$ cat src/eil_pkg.sv
/*
  Package for the external interrupt latch: register map, field layout,
  bus answer codes and the carrier structs.
  Assumes a 32-bit Avalon-MM register bus with word addresses in bytes.
*/
package eil_pkg;

  localparam int unsigned ADDR_W = 4;

  // Register byte offsets
  localparam logic [ADDR_W-1:0] OFS_STATUS_CONTROL = 4'h0;
  localparam logic [ADDR_W-1:0] OFS_CONFIG         = 4'h4;
  localparam logic [ADDR_W-1:0] OFS_EVT_STATUS     = 4'h8;
  localparam logic [ADDR_W-1:0] OFS_EVT_MASK       = 4'hC;

  // Status/control register fields
  localparam int unsigned BIT_MODE    = 0;
  localparam int unsigned BIT_MASK    = 1;
  localparam int unsigned BIT_ACK     = 2;
  localparam int unsigned BIT_PENDING = 3;
  localparam int unsigned BIT_PIN_LVL = 4;

  // Config register fields
  localparam int unsigned BIT_PIN_EN  = 0;

  // Event status bits
  localparam int unsigned EVT_W        = 2;
  localparam int unsigned EVT_LATCHED  = 0;
  localparam int unsigned EVT_FALL     = 1;

  localparam logic       MODE_RST     = 1'h0;
  localparam logic       MASK_RST     = 1'h0;
  localparam logic       PIN_EN_RST   = 1'h0;
  localparam logic [1:0] RESP_OK      = 2'h0;
  localparam logic [1:0] RESP_DECERR  = 2'h3;
  localparam logic [31:0] RD_ZERO     = 32'h0;

  typedef enum logic [0:0] {
    EIL_IDLE = 1'b0,
    EIL_RESP = 1'b1
  } eil_bus_e;

  typedef struct packed {
    logic [ADDR_W-1:0] address;
    logic              read;
    logic              write;
    logic [31:0]       writedata;
    logic [3:0]        byteenable;
  } eil_req_s;

  typedef struct packed {
    logic [31:0] readdata;
    logic        waitrequest;
    logic [1:0]  response;
  } eil_rsp_s;

  typedef struct packed {
    eil_bus_e             bus;
    logic [31:0]          rdata;
    logic [1:0]           resp;
    logic [1:0]           pin_sync;
    logic                 pin_prev;
    logic                 req_latch;
    logic                 mode;
    logic                 mask;
    logic                 pin_en;
    logic [EVT_W-1:0]     evt_status;
    logic [EVT_W-1:0]     evt_mask;
  } eil_state_s;

endpackage : eil_pkg

$ cat src/eil_top.sv
/*
  External interrupt latch: one active-low interrupt pin latched into a
  request, cleared by vector fetch, software acknowledge or reset.
  Assumes the pin and the break-clear-allow strap come from outside the
  clock domain; vector fetch and break state come from mclk_i logic.
*/
// Added by the designer: the register offsets and register access over Avalon-MM.
`timescale 1ns/100ps
// Function
// - Latch only while pin function enabled
// - Qualifying transitions set a sticky request latch
// - Vector fetch clears the request latch
// - Acknowledge write clears latch, reads zero
// - Reset clears latch and mode bit
// - Reset to edge mode, software selects mode
// - Level mode: request held while pin low
// - Level mode: drop after high plus ack
// - Edge mode: acknowledge clears latch immediately
// - Edge after acknowledge sets latch again
// - Mask blocks forwarding, latch stays
// - Pending flag readable, mask independent
// - Mask and mode are read/write bits
// - Latch in standby, unmasked request wakes
// - Pin level readable for branch tests
module eil_top
  import eil_pkg::*;
(
  input  wire logic              mclk_i,
  input  wire logic              reset_n_i,
  input  wire logic              irq_pin_n_i,
  input  wire logic              vector_fetch_i,
  input  wire logic              break_state_i,
  input  wire logic              break_clear_allow_i,
  input  wire logic [ADDR_W-1:0] avs_address_i,
  input  wire logic              avs_read_i,
  input  wire logic              avs_write_i,
  input  wire logic [31:0]       avs_writedata_i,
  input  wire logic [3:0]        avs_byteenable_i,
  output logic      [31:0]       avs_readdata_o,
  output logic                   avs_waitrequest_o,
  output logic      [1:0]        avs_response_o,
  output logic                   cpu_irq_req_o,
  output logic                   wakeup_o,
  output logic                   pin_level_o,
  output logic                   irq_o
);

  logic [1:0] rst_sync_q;
  logic       rst_n;
  logic [1:0] bca_sync_q;
  eil_req_s   req;
  eil_rsp_s   rsp;
  eil_state_s state_q;
  eil_state_s state_d;

  function automatic logic is_mapped(input logic [ADDR_W-1:0] a);
    is_mapped = (a == OFS_STATUS_CONTROL) || (a == OFS_CONFIG) ||
                (a == OFS_EVT_STATUS) || (a == OFS_EVT_MASK);
  endfunction : is_mapped

  always_ff @(posedge mclk_i or negedge reset_n_i) begin
    if (!reset_n_i) begin
      rst_sync_q <= 2'h0;
    end else begin
      rst_sync_q <= {rst_sync_q[0], 1'b1};
    end
  end
  assign rst_n = rst_sync_q[1];

  // Strap-like input, synchronised before use
  always_ff @(posedge mclk_i or negedge rst_n) begin
    if (!rst_n) begin
      bca_sync_q <= 2'h0;
    end else begin
      bca_sync_q <= {bca_sync_q[0], break_clear_allow_i};
    end
  end

  assign req.address    = avs_address_i;
  assign req.read       = avs_read_i;
  assign req.write      = avs_write_i;
  assign req.writedata  = avs_writedata_i;
  assign req.byteenable = avs_byteenable_i;

  always_comb begin
    logic pin_lvl;
    logic fall;
    logic low_lvl;
    logic take;
    logic wr;
    logic clr_ok;
    logic sw_ack;
    logic ack;
    logic set_evt;
    logic [EVT_W-1:0] evt_set;
    logic [7:0] sc_rd;
    pin_lvl = 1'b0;
    fall    = 1'b0;
    low_lvl = 1'b0;
    take    = 1'b0;
    wr      = 1'b0;
    clr_ok  = 1'b0;
    sw_ack  = 1'b0;
    ack     = 1'b0;
    set_evt = 1'b0;
    evt_set = '0;
    sc_rd   = 8'h00;
    state_d = state_q;

    state_d.pin_sync = {state_q.pin_sync[0], irq_pin_n_i};
    pin_lvl = state_q.pin_sync[1];
    state_d.pin_prev = pin_lvl;
    // Edge seen only on the second stage, never the metastable first
    fall    = state_q.pin_en && state_q.pin_prev && !pin_lvl;
    low_lvl = state_q.pin_en && state_q.mode && !pin_lvl;

    take   = (state_q.bus == EIL_IDLE) && (req.read || req.write);
    wr     = take && req.write && req.byteenable[0];
    clr_ok = !break_state_i || bca_sync_q[1];
    sw_ack = wr && (req.address == OFS_STATUS_CONTROL) &&
             req.writedata[BIT_ACK];
    ack    = (vector_fetch_i || sw_ack) && clr_ok;

    // Level mode keeps the latch re-set while low, so an ack only sticks
    // once the pin is high; an ack given while the pin is low is lost.
    if (ack) begin
      state_d.req_latch = 1'b0;
    end
    if (fall || low_lvl) begin
      state_d.req_latch = 1'b1;
    end

    evt_set = '0;
    evt_set[EVT_LATCHED] = (fall || low_lvl) && !state_q.req_latch;
    evt_set[EVT_FALL]    = fall;

    if (wr) begin
      case (req.address)
        OFS_STATUS_CONTROL: begin
          state_d.mode = req.writedata[BIT_MODE];
          state_d.mask = req.writedata[BIT_MASK];
        end
        OFS_CONFIG: begin
          state_d.pin_en = req.writedata[BIT_PIN_EN];
        end
        OFS_EVT_STATUS: begin
          if (clr_ok) begin
            state_d.evt_status = state_q.evt_status &
                                 ~req.writedata[EVT_W-1:0];
          end
        end
        OFS_EVT_MASK: begin
          state_d.evt_mask = req.writedata[EVT_W-1:0];
        end
        default: begin
        end
      endcase
    end
    // Set wins over a same-cycle clear
    state_d.evt_status = state_d.evt_status | evt_set;

    sc_rd = 8'h00;
    sc_rd[BIT_MODE]    = state_q.mode;
    sc_rd[BIT_MASK]    = state_q.mask;
    sc_rd[BIT_ACK]     = 1'b0;
    sc_rd[BIT_PENDING] = state_q.req_latch;
    sc_rd[BIT_PIN_LVL] = pin_lvl;

    case (state_q.bus)
      EIL_IDLE: begin
        if (take) begin
          state_d.bus   = EIL_RESP;
          state_d.resp  = is_mapped(req.address) ? RESP_OK : RESP_DECERR;
          state_d.rdata = RD_ZERO;
          if (req.read) begin
            case (req.address)
              OFS_STATUS_CONTROL: state_d.rdata = {24'h0, sc_rd};
              OFS_CONFIG: state_d.rdata = {31'h0, state_q.pin_en};
              OFS_EVT_STATUS: state_d.rdata = {30'h0, state_q.evt_status};
              OFS_EVT_MASK: state_d.rdata = {30'h0, state_q.evt_mask};
              default: state_d.rdata = RD_ZERO;
            endcase
          end
        end
      end
      EIL_RESP: begin
        state_d.bus = EIL_IDLE;
      end
      default: begin
        state_d.bus = EIL_IDLE;
      end
    endcase
  end

  always_ff @(posedge mclk_i or negedge rst_n) begin
    if (!rst_n) begin
      state_q.bus        <= EIL_IDLE;
      state_q.rdata      <= RD_ZERO;
      state_q.resp       <= RESP_OK;
      state_q.pin_sync   <= 2'h3;
      state_q.pin_prev   <= 1'b1;
      state_q.req_latch  <= 1'b0;
      state_q.mode       <= MODE_RST;
      state_q.mask       <= MASK_RST;
      state_q.pin_en     <= PIN_EN_RST;
      state_q.evt_status <= '0;
      state_q.evt_mask   <= '0;
    end else begin
      state_q <= state_d;
    end
  end

  // Waitrequest low only in the answer cycle: one wait state per access
  assign rsp.waitrequest = !(state_q.bus == EIL_RESP);
  assign rsp.readdata    = state_q.rdata;
  assign rsp.response    = state_q.resp;

  assign avs_readdata_o    = rsp.readdata;
  assign avs_waitrequest_o = rsp.waitrequest;
  assign avs_response_o    = rsp.response;
  assign cpu_irq_req_o     = state_q.req_latch && !state_q.mask;
  assign wakeup_o          = state_q.req_latch && !state_q.mask;
  assign pin_level_o       = state_q.pin_sync[1];
  assign irq_o             = |(state_q.evt_status & state_q.evt_mask);

endmodule : eil_top

$ cat config.mk
export PLATFORM = sky130hd
export DESIGN_NAME = eil_top
export DESIGN_NICKNAME = d
export VERILOG_FILES = /design/src/eil_pkg.sv /design/src/eil_top.sv
export SDC_FILE = /design/constraint.sdc
export NUM_CORES = 1
export LEC_CHECK = 0
export BUFFER_PORTS_ARGS = -buffer_cell sky130_fd_sc_hd__buf_2
export CAP_MARGIN = 20
export CORE_ASPECT_RATIO = 1.1
export CORE_MARGIN = 2
export CORE_UTILIZATION = 39
export CTS_BUF_LIST = sky130_fd_sc_hd__clkbuf_16
export CTS_CLUSTER_SIZE = 12
export DETAILED_ROUTE_END_ITERATION = 7
export PLACE_DENSITY = 0.89
export SYNTH_ARGS = -nofsm -noshare
export SYNTH_HDL_FRONTEND = slang
export SYNTH_SLANG_ARGS = --single-unit
export TNS_END_PERCENT = 20
$ cat constraint.sdc
create_clock -name mclk_i -period 0.85 [get_ports mclk_i]
set_input_delay 0.0425 -clock mclk_i [delete_from_list [all_inputs] [get_ports mclk_i]]
set_output_delay 0.0425 -clock mclk_i [all_outputs]
set_load 0.05 [all_outputs]
==> metrics.md, run 1 <==
| Metric | Value |
|---|---|
| Outcome | finished, violations left |
| Failing checks | setup timing |
| Pins Over Slew Limit | 0 |
| Multi-input gate area in the final layout | 454 um^2 |
| CTS Buffer Depth | 2 |
| Num CTS Buffers | 3 |
| Commonest cells after routing, fill and taps aside | conb_1, dfrtp_1, buf_4 |
| Row count | 20 |
| Leading cell type in the layout, fill and taps excluded | conb_1 |
| Via count of the first global-routing pass | around 800 |
| Post-synthesis mux area share | 0.0805 |
| Reg area | 529 um^2 |
| Endpoint type of the worst setup path | flop |
| Vias per std cell | between 4 and 5 |
| Slowest stage delay, CP | about 0.39 ns |
| Post-synthesis adder-cell area fraction | 0 |
| Maxcap violations | 0 |
| WL final | ~2400 um |
| Worst hold slack | around 0.061 ns |
| Leak | a little under 0.8 nW |
| Sequential share of the synthesized area | 0.460 |
| Worst-path fanout max | 4 |
| Antenna cells | 0 |
| Complex-gate fraction of the synthesized area | 0.100 |
| Critical Path RT | 0.98 ns |
| Worst EP arrival | roughly 1.4 ns |
| CP Cell Sequence | and3b_2, nand4_1, mux2_2 |
| Port Buffer Count | 26 |
| I/O pin count | 87 |
| DRT Pass-1 Iters | 4 |
| Register bit total from synthesis | 21 |
| HPWL Detailed | between 1500 and 2000 um |
| Worst-skew pair later-pin latency | about 0.25 ns |
| Post-Synth Simple-Gate Area | 0.101 |
| Final clock skew | a little over 0.003 ns |
| Root Driver | clkbuf_16 |
| Layout cells sized above 1 | 0.449 |
| RSZ-0062 raised after global routing | yes |
| Slowest-stage cell, CP | dfrtp_1 |
| Die X | approximately 56 um |
| Vias | approximately 830 |
| Grt ovf | 0 |
| Synth Area in XOR/XNOR | 0 |
| Clock transition at the registers of the reported paths | ~0.06 ns |
| Core area | 0.00278 mm^2 |
| Drt initial violations | 34 |
| Worst vdd rail ir drop | roughly 1400 uV |
| Antenna Nets Post-Route | 0 |
| DP Area | around 0.0013 mm^2 |
| Netlist cell types | 29 |
| Avg Cell Area, Syn | about 11 um^2 |
| Post-synthesis async set-or-reset flop share | 1.00 |
| Tmin final | between 1 and 1.5 ns |
| Main combinational cell family by area after synthesis | buffers and inverters |
| # DRC | 0 |
| Placer Congestion | between 0.8 and 0.9 |
| Pwr dens | 2160 mW/mm^2 |
| Max H-tree Level | 1 |
| Crit path kind | flop to flop |
| Die height | ~61 um |
| Fill cell count | 238 |
| Tot Pwr | 3.27 mW |
| Starting Density | 0.414 |
| Fmax | ~790 MHz |
| Most common flop cell mapped by yosys | dfrtp_1 |
| CP Launch Type | flop |
| GRT Total Usage | 0.149 |
| Post-route setup slack | -0.414 ns |
| CTS sink cnt | 21 |
| Mapped Cells | 104 |
| WL/cell | roughly 13 um |
| Initial antenna violation count | 0 |
| DIE AREA | between 0.003 and 0.004 mm^2 |
| CTS tree | yes |
| Post-route cell area | 0.00151 mm^2 |
| Hold/Removal Path Class | input pin to flop |
| Post-Syn Area | 0.00115 mm^2 |
| P&R area growth vs syn | 31.7% |
| Number of synthesized flops with an enable pin | 0 |
| Final net count | roughly 200 |
| Largest net degree at the start of global routing | 20 |
| # setup viols final | 21 |
| Final critical-path share of the clock period | 1.49 |
| First-pass GRT wire length | between 3000 and 4000 um |
| Final hold vios | 0 |
| Yosys warning count | 0 |
## cell usage after synthesis, types with 2 or more instances
cell type / instances / share of area
buf_4: 35 / 0.23
dfrtp_1: 18 / 0.39
a22o_1: 5 / 0.038
mux2_2: 5 / 0.049
inv_1: 4 / 0.013
o21ai_0: 4 / 0.017
dfstp_2: 3 / 0.069
nand2_1: 3 / 0.0098
nand3_1: 3 / 0.013
nor2_1: 3 / 0.0098
conb_1: 2 / 0.0065
nor2b_1: 2 / 0.011
## metrics by stage
| step | setup slack, ns | std cells | setup TNS, ns | util |
|---|---|---|---|---|
| floorplan | -0.289 | 131 | -3.40 | - |
| global placement | -0.324 | 170 | -3.93 | 0.459 |
| detailed placement | -0.387 | 170 | -4.43 | 0.459 |
| CTS | -0.393 | 180 | -4.97 | 0.545 |
| global route | -0.434 | 180 | -5.84 | 0.545 |
| finish | -0.414 | 180 | -5.21 | 0.545 |
## power breakdown
part           internal (mW)  switching (mW)  leakage (nW)  total [mW]
combinational          0.393           0.738         0.489        1.13
clock                  0.631           0.357        0.0409       0.988
sequential              1.09          0.0597         0.254        1.15
total                   2.12            1.15         0.783        3.27
## what timing repair did
action	4_1_cts	5_1_grt
gates resized for setup	32	2
pin swaps	6	0
setup endpoints to repair	25	25
hold buffers	3	0
buffers inserted	3	0
gates cloned	0	0
hold endpoints to repair	4	0
## final timing paths
| check | startpoint | to | slack, ns | depth (start not counted) |
|---|---|---|---|---|
| worst max-delay path | state_q[45]$_DFF_PN0_ | state_q[0]$_DFFE_PN0P_ | -0.41 | 3 |
| worst min-delay path | avs_writedata_i[1] | state_q[1]$_DFFE_PN0P_ | 0.06 | 2 |
| worst max register to register | state_q[45]$_DFF_PN0_ | state_q[0]$_DFFE_PN0P_ | -0.41 | 3 |
| worst min register to register | rst_sync_q[1]$_DFF_PN0_ | state_q[4]$_DFFE_PN0P_ | 0.19 | 1 |
| max in group asynchronous | rst_sync_q[1]$_DFF_PN0_ | state_q[8]$_DFF_PN1_ | 0.40 | 1 |
| min in group asynchronous | reset_n_i | rst_sync_q[0]$_DFF_PN0_ | 0.10 | 2 |
## layer usage
layer / part of all wire / global-route usage / wire length [um]
met5: 0 / 0 / 0
met4: 0.0021 / 0.0523 / 5
met3: 0.080 / 0.0256 / 189
met2: 0.54 / 0.282 / 1270
met1: 0.38 / 0.172 / 907
## flip-flops by register name, indices dropped and copies added, names as in the netlist
register,cells
avs_readdata_o,4
avs_response_o,1
bca_sync_q,2
pin_level_o,1
rst_sync_q,2
state_d,1
state_q,10
## critical path, delay by kind of cell, from the launching register on
kind / cells / cell delay, ns
AND/OR/NAND/NOR: 2 / 0.43
multiplexers: 1 / 0.32
flip-flops: 1 / 0.39
## kinds of logic after synthesis
kind of cell / count (synthesis)
AND/OR/NAND/NOR: 20
buffers and inverters: 40
other: 2
flip-flops: 21
multiplexers: 7
AO/OA/AOI/OAI: 14
## final cells by class
type / count / share of cell area
Clock buffer: 3 / 0.0496
Clock inverter: 1 / 0.00331
Inverter: 4 / 0.00992
Multi-Input combinational cell: 70 / 0.300
Sequential cell: 21 / 0.350
Tap cell: 33 / 0.0273
Timing Repair Buffer: 48 / 0.260
(Power assumes the default switching activity.)
==> run 2: changes to the inputs <==
- CORE_UTILIZATION: 39 -> 35
- HOLD_SLACK_MARGIN: not set -> 0.02
- PLACE_DENSITY: 0.89 -> 0.83
==> run 2 against run 1 <==
Sequential cell count stayed put. Worst setup slack better by 0.050 ns. Global-route usage is 2.7 points lower. The run ends with DRC, setup timing left. Final area is 3.2% lower. Wire length is 11% lower. Sequential share of layout area is 1.2 points higher. Die area is 11% higher. Clock skew hardly changed. Via count is 5.6% lower. Clock-buffer cell count stayed put. Cell count is 1.7% lower. Utilization is 7.2 points lower.
==> metrics.md, run 2 (same netlist as run 1, synthesis figures left out) <==
| Metric | Value |
|---|---|
| First-pass GRT wire length | around 3500 um |
| Tightest Pin Transition | just under 0.5 ns |
| DIE AREA | 0.00376 mm^2 |
| Row count | 21 |
| # DRC | 6 |
| Final clock skew | between 0.003 and 0.004 ns |
| Critical Path RT | just under 1 ns |
| Core area | 0.00310 mm^2 |
| Slew Limit Headroom | 0.668 |
| Hold/Removal Path Class | input pin to flop |
| P&R area growth vs syn | 27.4% |
| Leak | around 0.76 nW |
| Reg2Reg Capture Point | state_q[1]$_DFFE_PN0P_ |
| Grt ovf | 0 |
| Worst vdd rail ir drop | ~1400 uV |
| CTS Buffer Depth | 2 |
| Tot Pwr | 3.16 mW |
| Post-route setup slack | -0.364 ns |
| CP Launch Type | flop |
| Largest register FFs | 10 |
| Clock transition at the registers of the reported paths | about 0.050 ns |
| Max H-tree Level | 1 |
| CP endpoint | state_q[1]$_DFFE_PN0P_ |
| Setup TNS | -4.84 ns |
| WL/cell | between 10 and 15 um |
| Reg-to-reg slack, setup | -0.36 ns |
| I/O pin count | 87 |
| Endpoint type of the worst setup path | flop |
| Commonest cells after routing, fill and taps aside | conb_1, dfrtp_1, buf_2 |
| Worst EP arrival | 1.35 ns |
| Port Buffer Count | 26 |
| Crit path kind | flop to flop |
| RSZ-0062 raised after global routing | yes |
| Tmin final | 1.21 ns |
| DRT Pass-1 Iters | 6 |
| Crit path from | state_q[45]$_DFF_PN0_ |
| DP Area | ~0.0013 mm^2 |
| Post-route cell area | ~0.0015 mm^2 |
| Worst reg2reg path depth | 3 |
| Fmax | about 800 MHz |
| Die X | 58.7 um |
| Worst hold slack | roughly 0.052 ns |
| Placer Congestion | approximately 0.86 |
| Largest reg by FF count | state_q |
| Worst-skew pair later-pin latency | 0.25 ns |
| Final net count | 192 |
| Fill cell count | between 200 and 300 |
| Antenna Nets Post-Route | 0 |
| Final hold vios | 0 |
| Setup Slack @ Placement | -0.392 ns |
| Final critical-path share of the clock period | 1.43 |
| Leading cell type in the layout, fill and taps excluded | conb_1 |
| Layout cells sized above 1 | 0.420 |
| Outcome | finished, violations left |
| Root Driver | clkbuf_16 |
| Antenna cells | 0 |
| Failing checks | DRC, setup timing |
| HPWL Detailed | between 1500 and 2000 um |
| Initial antenna violation count | 0 |
| GRT Total Usage | 0.122 |
| Starting Density | 0.371 |
| Pins Over Slew Limit | 0 |
| Vias | 787 |
| Die height | roughly 64 um |
| Worst R2R Start | state_q[45]$_DFF_PN0_ |
| Largest net degree at the start of global routing | 20 |
| WL final | approximately 2100 um |
| Via count of the first global-routing pass | approximately 770 |
| CTS sink cnt | 21 |
| Vias per std cell | around 4.4 |
| Pwr dens | about 2200 mW/mm^2 |
| Worst-path fanout max | 4 |
| # setup viols final | 22 |
| Num CTS Buffers | 3 |
| CTS tree | yes |
| Maxcap violations | 0 |
| Drt initial violations | 21 |
==> run 2: repair_timing <==
item / 4_1_cts / 5_1_grt
resized for setup: 27 / 0
hold buffers: 3 / 0
pin swaps: 2 / 0
buffers inserted: 1 / 0
endpoints found under the setup margin: 25 / 25
endpoints found under the hold margin: 4 / 0
==> run 2: power breakdown <==
group / total [mW] / internal [mW] / leakage, nW / switching (mW)
combinational: 1.05 / 0.349 / 0.465 / 0.705
sequential: 1.15 / 1.09 / 0.254 / 0.0576
clock: 0.952 / 0.626 / 0.0423 / 0.326
total: 3.16 / 2.07 / 0.761 / 1.09
==> run 2: layout make-up <==
type                       count  area (um^2)  area share
sequential                    21          529       0.361
timing repair buffer          44          353       0.241
clock inverter                 1         3.75     0.00256
inverter                       4         15.0      0.0102
multi-input combinational     70          447       0.305
tap                           34         42.5      0.0290
clock buffer                   3         75.1      0.0512
==> run 2: metrics by stage <==
stage | cells | util
after floorplan | 131 | -
after global placement | 169 | 0.406
after detailed placement | 169 | 0.406
after CTS | 177 | 0.473
after global routing | 177 | 0.473
final | 177 | 0.473
==> run 2: critical path: stages (launching register included) <==
cell and delay, ns:
dfrtp_1 0.39, and3b_2 0.28, nand4_1 0.12, mux2_2 0.30
==> run 2: worst min-delay path by stage <==
stage	start	to	slack, ns	cells after the start
final	avs_writedata_i[1]	state_q[5]$_DFFE_PN0P_	0.05	2
after global routing	avs_writedata_i[1]	state_q[5]$_DFFE_PN0P_	0.07	2
after CTS	avs_writedata_i[1]	state_q[5]$_DFFE_PN0P_	0.05	2
after detailed placement	reset_n_i	rst_sync_q[0]$_DFF_PN0_	-0.17	1
after global placement	reset_n_i	rst_sync_q[0]$_DFF_PN0_	-0.17	1
after floorplan	reset_n_i	rst_sync_q[0]$_DFF_PN0_	-0.25	0
==> run 2: routing by layer <==
metal  track usage  vias to the layer above  share of wire
met5             0                        -              0
met4        0.0170                        0              0
li1              -                      376              -
met2         0.211                       34           0.52
met3        0.0547                        0          0.087
met1         0.141                      377           0.39
